==> src/bc_pkg.sv <==
// Purpose: Shared constants and carriers for the bridge control block
// Assumes: One 50 MHz clock, plain register port with 8-bit byte address
// Notes:   Offsets are byte addresses of 32-bit words
package bc_pkg;

    // Register port geometry
    localparam int          ADDR_W       = 8;
    localparam logic [7:0]  OFF_BCTL     = 8'h00;
    localparam logic [7:0]  OFF_CMD      = 8'h04;
    localparam logic [7:0]  OFF_ISTAT    = 8'h08;
    localparam logic [7:0]  OFF_IMASK    = 8'h0C;

    // Bridge control field positions
    localparam int          BC_VGA       = 19;
    localparam int          BC_RSVD      = 20;
    localparam int          BC_MAMODE    = 21;
    localparam int          BC_SRST      = 22;
    localparam int          BC_FB2B      = 23;
    localparam int          BC_PTO       = 24;
    localparam int          BC_TOSTAT    = 26;
    localparam logic [31:0] BCTL_RESET   = 32'h0000_0000;

    // Command register field positions
    localparam int          CMD_IO       = 0;
    localparam int          CMD_MEM      = 1;
    localparam int          CMD_SERR     = 8;
    localparam logic [31:0] CMD_RESET    = 32'h0000_0000;

    // Event bits of the interrupt status and mask registers
    localparam int          EV_VGA       = 0;
    localparam int          EV_MABORT    = 1;
    localparam int          EV_TMO       = 2;
    localparam int          EV_W         = 3;
    localparam logic [2:0]  EV_RESET     = 3'h0;

    // Legacy VGA windows
    localparam logic [9:0]  VGA_IO_A_LO  = 10'h3B0;
    localparam logic [9:0]  VGA_IO_A_HI  = 10'h3BB;
    localparam logic [9:0]  VGA_IO_B_LO  = 10'h3C0;
    localparam logic [9:0]  VGA_IO_B_HI  = 10'h3DF;
    localparam logic [15:0] VGA_IO_UPPER = 16'h0000;
    localparam logic [31:0] VGA_MEM_LO   = 32'h000A_0000;
    localparam logic [31:0] VGA_MEM_HI   = 32'h000B_FFFF;
    localparam logic [31:0] ALL_ONES     = 32'hFFFF_FFFF;

    // Primary master time-out lengths in PCI clock cycles
    localparam int          TO_LONG_CYC  = 32768;
    localparam int          TO_SHORT_CYC = 1024;
    localparam int          TO_W         = 16;

    // A transaction seen on either bus
    typedef struct packed {
        logic        valid;
        logic        io;
        logic        mem;
        logic [31:0] addr;
    } bus_req_s;

    // A master abort seen by the initiating side of the bridge
    typedef struct packed {
        logic valid;
        logic delayed;
        logic read;
        logic posted;
    } mabort_s;

    // Answer to the original initiator after a master abort
    typedef struct packed {
        logic        trdy;
        logic        tabort;
        logic [31:0] rdata;
    } ma_resp_s;

endpackage

==> src/dly_timer.sv <==
// Purpose: Primary master time-out for one delayed completion
// Assumes: start and done come from logic on the same clock
// Notes:   clr wins over everything, start wins over a stale done
`timescale 1ns/1ps
module dly_timer
    import bc_pkg::*;
#(
    parameter int LONG_CYC  = TO_LONG_CYC,
    parameter int SHORT_CYC = TO_SHORT_CYC
) (
    input  wire logic ref_clk,
    input  wire logic rst_b,
    input  wire logic clr,
    input  wire logic start,
    input  wire logic done,
    input  wire logic short_sel,
    output logic      busy,
    output logic      expire
);

    logic [TO_W-1:0] cnt_q;
    logic [TO_W-1:0] cnt_d;
    logic            busy_q;
    logic            busy_d;
    logic            exp_q;
    logic            exp_d;

    // Load on head of queue, count down, fire once at zero
    always_comb begin
        cnt_d  = cnt_q;
        busy_d = busy_q;
        exp_d  = 1'b0;
        if (clr) begin
            busy_d = 1'b0;
            cnt_d  = '0;
        end else if (start) begin
            busy_d = 1'b1;
            cnt_d  = short_sel ? TO_W'(SHORT_CYC - 1) : TO_W'(LONG_CYC - 1);
        end else if (busy_q && done) begin
            busy_d = 1'b0;
            cnt_d  = '0;
        end else if (busy_q) begin
            if (cnt_q == '0) begin
                busy_d = 1'b0;
                exp_d  = 1'b1;
            end else begin
                cnt_d = cnt_q - 1'b1;
            end
        end
    end

    always_ff @(posedge ref_clk or negedge rst_b) begin
        if (!rst_b) begin
            cnt_q  <= '0;
            busy_q <= 1'b0;
            exp_q  <= 1'b0;
        end else begin
            cnt_q  <= cnt_d;
            busy_q <= busy_d;
            exp_q  <= exp_d;
        end
    end

    assign busy   = busy_q;
    assign expire = exp_q;

endmodule

==> src/bridge_ctrl.sv <==
// Purpose: Bridge control register and the forwarding behaviour it steers
// Assumes: All request inputs come from bus logic on ref_clk
// Notes:   Outputs are registered, so every answer lags its cause by one cycle
//
// The address-and-strobe port and the placing of the registers were chosen for this implementation.
`timescale 1ns/1ps
module bridge_ctrl
    import bc_pkg::*;
#(
    parameter int LONG_CYC  = TO_LONG_CYC,
    parameter int SHORT_CYC = TO_SHORT_CYC
) (
    input  wire logic              ref_clk,
    input  wire logic              rst_b,
    input  wire logic [ADDR_W-1:0] reg_addr,
    input  wire logic [31:0]       reg_wdata,
    input  wire logic              reg_wr,
    input  wire logic              reg_rd,
    output logic [31:0]            reg_rdata,
    input  wire bus_req_s          pri_req,
    output logic                   pri_vga_claim,
    input  wire bus_req_s          sec_req,
    output logic                   sec_vga_refuse,
    input  wire mabort_s           mabort,
    output ma_resp_s               ma_resp,
    output logic                   pri_serr_b,
    output logic                   sec_rst_b,
    input  wire logic              sec_b2b_ok,
    output logic                   sec_fb2b,
    input  wire logic              dly_head,
    input  wire logic              dly_repeat,
    output logic                   dly_discard,
    output logic                   irq
);

    // VGA I/O window: ten low bits only, upper half must be zero
    function automatic logic vga_io_hit(input logic [31:0] a);
        vga_io_hit = (a[31:16] == VGA_IO_UPPER) &&
                     (((a[9:0] >= VGA_IO_A_LO) && (a[9:0] <= VGA_IO_A_HI)) ||
                      ((a[9:0] >= VGA_IO_B_LO) && (a[9:0] <= VGA_IO_B_HI)));
    endfunction

    // Legacy frame buffer window
    function automatic logic vga_mem_hit(input logic [31:0] a);
        vga_mem_hit = (a >= VGA_MEM_LO) && (a <= VGA_MEM_HI);
    endfunction

    // Either window for a given request
    function automatic logic vga_hit(input bus_req_s r);
        vga_hit = r.valid && ((r.io && vga_io_hit(r.addr)) ||
                              (r.mem && vga_mem_hit(r.addr)));
    endfunction

    // Software state
    logic             vga_en_q;
    logic             vga_en_d;
    logic             ma_mode_q;
    logic             ma_mode_d;
    logic             srst_q;
    logic             srst_d;
    logic             fb2b_en_q;
    logic             fb2b_en_d;
    logic             pto_sel_q;
    logic             pto_sel_d;
    logic             tostat_q;
    logic             tostat_d;
    logic             io_en_q;
    logic             io_en_d;
    logic             mem_en_q;
    logic             mem_en_d;
    logic             serr_en_q;
    logic             serr_en_d;
    logic [EV_W-1:0]  istat_q;
    logic [EV_W-1:0]  istat_d;
    logic [EV_W-1:0]  imask_q;
    logic [EV_W-1:0]  imask_d;
    logic [31:0]      rdata_q;
    logic [31:0]      rdata_d;
    logic             irq_q;
    logic             irq_d;

    // Behaviour outputs
    logic             claim_q;
    logic             claim_d;
    logic             refuse_q;
    logic             refuse_d;
    ma_resp_s         resp_q;
    ma_resp_s         resp_d;
    logic             serr_b_q;
    logic             serr_b_d;
    logic             srst_b_q;
    logic             srst_b_d;
    logic             fb2b_q;
    logic             fb2b_d;
    logic             discard_q;
    logic             discard_d;

    logic             wr_bctl;
    logic             wr_cmd;
    logic             wr_istat;
    logic             wr_imask;
    logic [EV_W-1:0]  events;
    logic             tmo_busy;
    logic             tmo_exp;

    assign wr_bctl  = reg_wr && (reg_addr == OFF_BCTL);
    assign wr_cmd   = reg_wr && (reg_addr == OFF_CMD);
    assign wr_istat = reg_wr && (reg_addr == OFF_ISTAT);
    assign wr_imask = reg_wr && (reg_addr == OFF_IMASK);

    // Time-out runs on buffered data, so secondary reset flushes it too
    dly_timer #(
        .LONG_CYC  (LONG_CYC),
        .SHORT_CYC (SHORT_CYC)
    ) u_tmo (
        .ref_clk   (ref_clk),
        .rst_b     (rst_b),
        .clr       (srst_q),
        .start     (dly_head),
        .done      (dly_repeat),
        .short_sel (pto_sel_q),
        .busy      (tmo_busy),
        .expire    (tmo_exp)
    );

    // Events feeding the sticky status
    always_comb begin
        events            = '0;
        events[EV_VGA]    = claim_d;
        events[EV_MABORT] = mabort.valid;
        events[EV_TMO]    = tmo_exp;
    end

    // Register writes; hardware sets beat a same-cycle W1C clear
    always_comb begin
        vga_en_d  = vga_en_q;
        ma_mode_d = ma_mode_q;
        srst_d    = srst_q;
        fb2b_en_d = fb2b_en_q;
        pto_sel_d = pto_sel_q;
        tostat_d  = tostat_q;
        io_en_d   = io_en_q;
        mem_en_d  = mem_en_q;
        serr_en_d = serr_en_q;
        imask_d   = imask_q;
        istat_d   = istat_q;
        if (wr_bctl) begin
            vga_en_d  = reg_wdata[BC_VGA];
            ma_mode_d = reg_wdata[BC_MAMODE];
            srst_d    = reg_wdata[BC_SRST];
            fb2b_en_d = reg_wdata[BC_FB2B];
            pto_sel_d = reg_wdata[BC_PTO];
            if (reg_wdata[BC_TOSTAT]) begin
                tostat_d = 1'b0;
            end
        end
        if (wr_cmd) begin
            io_en_d   = reg_wdata[CMD_IO];
            mem_en_d  = reg_wdata[CMD_MEM];
            serr_en_d = reg_wdata[CMD_SERR];
        end
        if (wr_imask) begin
            imask_d = reg_wdata[EV_W-1:0];
        end
        if (wr_istat) begin
            istat_d = istat_q & ~reg_wdata[EV_W-1:0];
        end
        istat_d = istat_d | events;
        if (tmo_exp) begin
            tostat_d = 1'b1;
        end
        irq_d = |(istat_d & imask_d);
    end

    // Read mux, answered in the following cycle; unmapped reads zero
    always_comb begin
        rdata_d = '0;
        if (reg_rd) begin
            case (reg_addr)
                OFF_BCTL: begin
                    rdata_d[BC_VGA]    = vga_en_q;
                    rdata_d[BC_RSVD]   = 1'b0;
                    rdata_d[BC_MAMODE] = ma_mode_q;
                    rdata_d[BC_SRST]   = srst_q;
                    rdata_d[BC_FB2B]   = fb2b_en_q;
                    rdata_d[BC_PTO]    = pto_sel_q;
                    rdata_d[BC_TOSTAT] = tostat_q;
                end
                OFF_CMD: begin
                    rdata_d[CMD_IO]   = io_en_q;
                    rdata_d[CMD_MEM]  = mem_en_q;
                    rdata_d[CMD_SERR] = serr_en_q;
                end
                OFF_ISTAT: rdata_d[EV_W-1:0] = istat_q;
                OFF_IMASK: rdata_d[EV_W-1:0] = imask_q;
                default:   rdata_d = '0;
            endcase
        end
    end

    // Software registers; all fields clear on the bridge's own reset
    always_ff @(posedge ref_clk or negedge rst_b) begin
        if (!rst_b) begin
            vga_en_q  <= BCTL_RESET[BC_VGA];
            ma_mode_q <= BCTL_RESET[BC_MAMODE];
            srst_q    <= BCTL_RESET[BC_SRST];
            fb2b_en_q <= BCTL_RESET[BC_FB2B];
            pto_sel_q <= BCTL_RESET[BC_PTO];
            tostat_q  <= BCTL_RESET[BC_TOSTAT];
            io_en_q   <= CMD_RESET[CMD_IO];
            mem_en_q  <= CMD_RESET[CMD_MEM];
            serr_en_q <= CMD_RESET[CMD_SERR];
            istat_q   <= EV_RESET;
            imask_q   <= EV_RESET;
            rdata_q   <= '0;
            irq_q     <= 1'b0;
        end else begin
            vga_en_q  <= vga_en_d;
            ma_mode_q <= ma_mode_d;
            srst_q    <= srst_d;
            fb2b_en_q <= fb2b_en_d;
            pto_sel_q <= pto_sel_d;
            tostat_q  <= tostat_d;
            io_en_q   <= io_en_d;
            mem_en_q  <= mem_en_d;
            serr_en_q <= serr_en_d;
            istat_q   <= istat_d;
            imask_q   <= imask_d;
            rdata_q   <= rdata_d;
            irq_q     <= irq_d;
        end
    end

    // Forwarding and abort behaviour; secondary side held idle in its reset
    always_comb begin
        claim_d   = vga_en_q && io_en_q && mem_en_q && vga_hit(pri_req);
        refuse_d  = !srst_q && vga_hit(sec_req);
        resp_d    = '0;
        serr_b_d  = 1'b1;
        if (mabort.valid && mabort.delayed) begin
            if (ma_mode_q) begin
                resp_d.tabort = 1'b1;
            end else begin
                resp_d.trdy  = 1'b1;
                resp_d.rdata = mabort.read ? ALL_ONES : '0;
            end
        end
        // Mode 0 never drives system error for posted writes
        if (mabort.valid && mabort.posted && ma_mode_q && serr_en_q) begin
            serr_b_d = 1'b0;
        end
        srst_b_d  = !srst_q;
        fb2b_d    = fb2b_en_q && sec_b2b_ok && !srst_q;
        discard_d = tmo_exp;
    end

    always_ff @(posedge ref_clk or negedge rst_b) begin
        if (!rst_b) begin
            claim_q   <= 1'b0;
            refuse_q  <= 1'b0;
            resp_q    <= '0;
            serr_b_q  <= 1'b1;
            srst_b_q  <= 1'b1;
            fb2b_q    <= 1'b0;
            discard_q <= 1'b0;
        end else begin
            claim_q   <= claim_d;
            refuse_q  <= refuse_d;
            resp_q    <= resp_d;
            serr_b_q  <= serr_b_d;
            srst_b_q  <= srst_b_d;
            fb2b_q    <= fb2b_d;
            discard_q <= discard_d;
        end
    end

    // Port drive, all from flops
    assign reg_rdata      = rdata_q;
    assign pri_vga_claim  = claim_q;
    assign sec_vga_refuse = refuse_q;
    assign ma_resp        = resp_q;
    assign pri_serr_b     = serr_b_q;
    assign sec_rst_b      = srst_b_q;
    assign sec_fb2b       = fb2b_q;
    assign dly_discard    = discard_q;
    assign irq            = irq_q;

endmodule

==> config.mk <==
export PLATFORM = sky130hd
export DESIGN_NAME = bridge_ctrl
export DESIGN_NICKNAME = d
export VERILOG_FILES = /design/src/bc_pkg.sv /design/src/dly_timer.sv /design/src/bridge_ctrl.sv
export SDC_FILE = /design/constraint.sdc
export NUM_CORES = 1
export LEC_CHECK = 0
export ABC_AREA = 1
export BUFFER_PORTS_ARGS = -buffer_cell sky130_fd_sc_hd__buf_2
export CORE_AREA = 2 2 100 102
export CTS_BUF_LIST = sky130_fd_sc_hd__clkbuf_2
export DETAILED_ROUTE_END_ITERATION = 6
export DIE_AREA = 0 0 102 104
export GPL_ROUTABILITY_DRIVEN = 0
export GPL_TIMING_DRIVEN = 0
export PLACE_DENSITY = 0.73
export SYNTH_ARGS = -nofsm -noshare
export SYNTH_HDL_FRONTEND = slang
export SYNTH_SLANG_ARGS = --single-unit
==> constraint.sdc <==
create_clock -name ref_clk -period 2 [get_ports ref_clk]
set_clock_uncertainty 0.15 [all_clocks]
set_input_delay 0.2 -clock ref_clk [delete_from_list [all_inputs] [get_ports ref_clk]]
set_output_delay 0.2 -clock ref_clk [all_outputs]
set_load 0.02 [all_outputs]
==> reports/results.tsv <==
metric	value	unit
status	complete, no violations	
avgSynthCellArea	7.57	µm²
drc	0	
diodes	0	
powerDensity	468	nW/µm²
ant_nets	0	
use_met3	3.02	%
synth_area_leaders	dfrtp_1 39%, buf_4 12%, nand2_1 12%	
sw_frac_of_total	33.0	%
timing.final.crit_share	93.3	%
grt_usage	17.1	%
slew_viol_final	0	
synth_flop_cell	dfrtp_1	
start_util	34.4	%
post-place-cells	720	
crit_required	2.21	ns
cts_max_path_buffers	2	
max_stage_delay	0.56	ns
critPathKind	primary input to flip-flop	
antenna_found_initial	0	
coreArea	9550	µm²
final_cell_mix	135 x buf_2, 101 x nand2_1, 54 x nor2_1	
die_w	102	µm
fmax	536	MHz
dieArea	10600	µm²
syn_area	3290	µm²
r2r_cells	11	
yosysTopAreaCellShare	38.8	%
htreeDepth	2	
synth_seq_cells	53	
cts_tree	yes	
cts-root-buf	clkbuf_2	
setup_viol	0	
yosysTopAreaCell	dfrtp_1	
final_hold_viol_count	0	
worst_hold_slack	0.0340	ns
finalNonFillerCells	779	
busiest_layer	met2	
max_slew.worst_pin.slew	1.20	ns
grt_overflow	0	
holdCritPathClass	primary input to flip-flop	
postSynthCellCount	434	
switchingPower	734	µW
grt_max_degree	54	
worstHoldStart	dly_repeat	
synth_edf_count	0	
hold_depth	6	
cp_cell_sequence	dlygate4sd3_1 -> buf_2 -> inv_1 -> nand3_1 -> nor2_2 -> nand3_1 -> nand2_1 -> nand2_1 -> dlygate4sd3_1	
r2r-end	u_tmo.cnt_q[11]	
use_met1	20.3	%
ys.warnings.count	0	
layout-drive-gt1-share	34.7	%
min_delay_worst_endpoint	u_tmo.cnt_q[7]	
clock-sinks	53	
dp.final_hpwl	6.38	mm
post_drt_wl_per_cell	11.2	µm
synth.distinct_cells	33	
p_leak	0.00277	µW
cpMaxStageDelayCell	dlygate4sd3_1	
rsz0062_at_grt	false	
p_total	2220	µW
routed_wl	8.70	mm
viasPerCell	4.35	
final_common_cell	buf_2	
ir_drop	0.219	mV
internal_power	1490	µW
r2r-start	u_tmo.cnt_q[0]	
synthArstFlopShare	100	%
firstDrtPassIters	4	
nFillCells	949	
syn2layout_area_growth	44.5	%
comb_power_share	29.3	%
synth-seq-area-share	40.4	%
max_slew_margin	20.0	%
crit_path_end_kind	flip-flop	
grtUsageMet2	29.8	%
regToRegSetupSlack	0.16	ns
clk_latency	0.42	ns
rows	36	
grt_pass1_wl	14.9	mm
critPathLaunchType	primary input	
vias	3392	
cp_max_fo	7	
io_buffers	132	
cts_buffers	5	
cap_violations	0	
fp.dieH	104	µm
num_io_pins	194	
fin_crit	1.87	ns
drtIter0Drc	140	
finalSetupTns	0	ns
power.clock.fraction	19.7	%
fin_nets	767	
grt_pass1_vias	3373	
clkTransAtPathRegs	0.27	ns
pwr-share-seq	51.1	%
cp.arrival	2.07	ns
==> layout make-up <==
class                   instances  area [µm²]  share of cell area [%]
repair buffers                183        1170                    24.7
inverters                      48         183                    3.85
clock buffers                   7        35.0                   0.738
plain buffers                  58         437                    9.20
flip-flops and latches         53        1330                    28.1
well taps                     133         166                    3.50
clock inverters                 1        7.51                   0.158
multi-input cells             296        1420                    29.8
==> routing by layer <==
metal / routed length (µm) / share of wire (%)
met2: 4580 / 53
met1: 3360 / 39
met3: 550 / 6.3
met4: 213 / 2.4
met5: 0 / 0
==> state kept, by name (all words and copies together) (netlist names), 3 cells and up <==
name         count
ma_resp          3
istat_q          3
imask_q          3
u_tmo.cnt_q     16
reg_rdata       10
==> power by group through the flow <==
stage	Combinational [µW]	Sequential [µW]	Clock, µW
3_3_place_gp	570	1150	0
2_1_floorplan	400	1150	0
5_1_grt	738	1140	503
6_report	651	1140	437
3_5_place_dp	584	1150	0
4_1_cts	647	1140	458
==> worst max-delay path: cells and delay by family <==
kind | cells | cell delay, ns
AND/OR/NAND/NOR | 5 | 0.55
buffers and inverters | 4 | 1.32
==> cell usage after synthesis, types with 2 or more instances <==
master,number
nor2_2,6
nor2_4,4
nor3_1,2
o21ai_0,14
a21oi_1,12
nand2_2,2
dfstp_2,2
o21ai_1,3
nand2_8,2
nor2_1,54
dfrtp_1,51
nor4_1,4
inv_1,47
nand2_1,101
buf_4,53
nand3_1,44
buf_2,3
nand2_4,5
nand4_1,9
o22ai_1,3
==> worst max path at each step <==
stage	from	endpoint	slack (ns)	cells after the start
2_1_floorplan	u_tmo.cnt_q[0]	u_tmo.cnt_q[11]	0.38	11
3_3_place_gp	u_tmo.cnt_q[0]	u_tmo.cnt_q[14]	0.23	11
3_5_place_dp	u_tmo.cnt_q[0]	u_tmo.cnt_q[11]	0.18	11
4_1_cts	pri_req[17]	istat_q[0]	0.05	8
5_1_grt	reg_addr[2]	istat_q[0]	0.05	9
6_report	reg_addr[2]	istat_q[0]	0.13	9
==> timing repair <==
item / CTS / global route
buffers inserted: 0 / 0
endpoints found under the setup margin: 32 / 28
hold endpoints to repair: 82 / 1
hold buffers: 50 / 2
gates cloned: 0 / 0
gates resized for setup: 1 / 1
pin swaps: 0 / 2
==> cells by family after synthesis <==
| family | count (synthesis) | synth area share [%] |
|---|---|---|
| fa+ha+maj | 1 | 0.381 |
| buf+inv | 106 | 18.8 |
| xor+xnor | 1 | 0.267 |
| other cells | 1 | 0.114 |
| simple gates | 236 | 33.7 |
| flops | 53 | 40.4 |
| compound gates | 36 | 6.21 |
==> through the flow <==
step	cell area (µm²)	setup WS, ns	utilization, %
2_1_floorplan	3360	0.378	-
3_3_place_gp	4190	0.234	43.9
3_5_place_dp	4190	0.181	43.9
4_1_cts	4740	0.0478	49.6
5_1_grt	4750	0.0458	49.7
6_report	4750	0.133	49.7
Power figures use the tool's default switching activity.
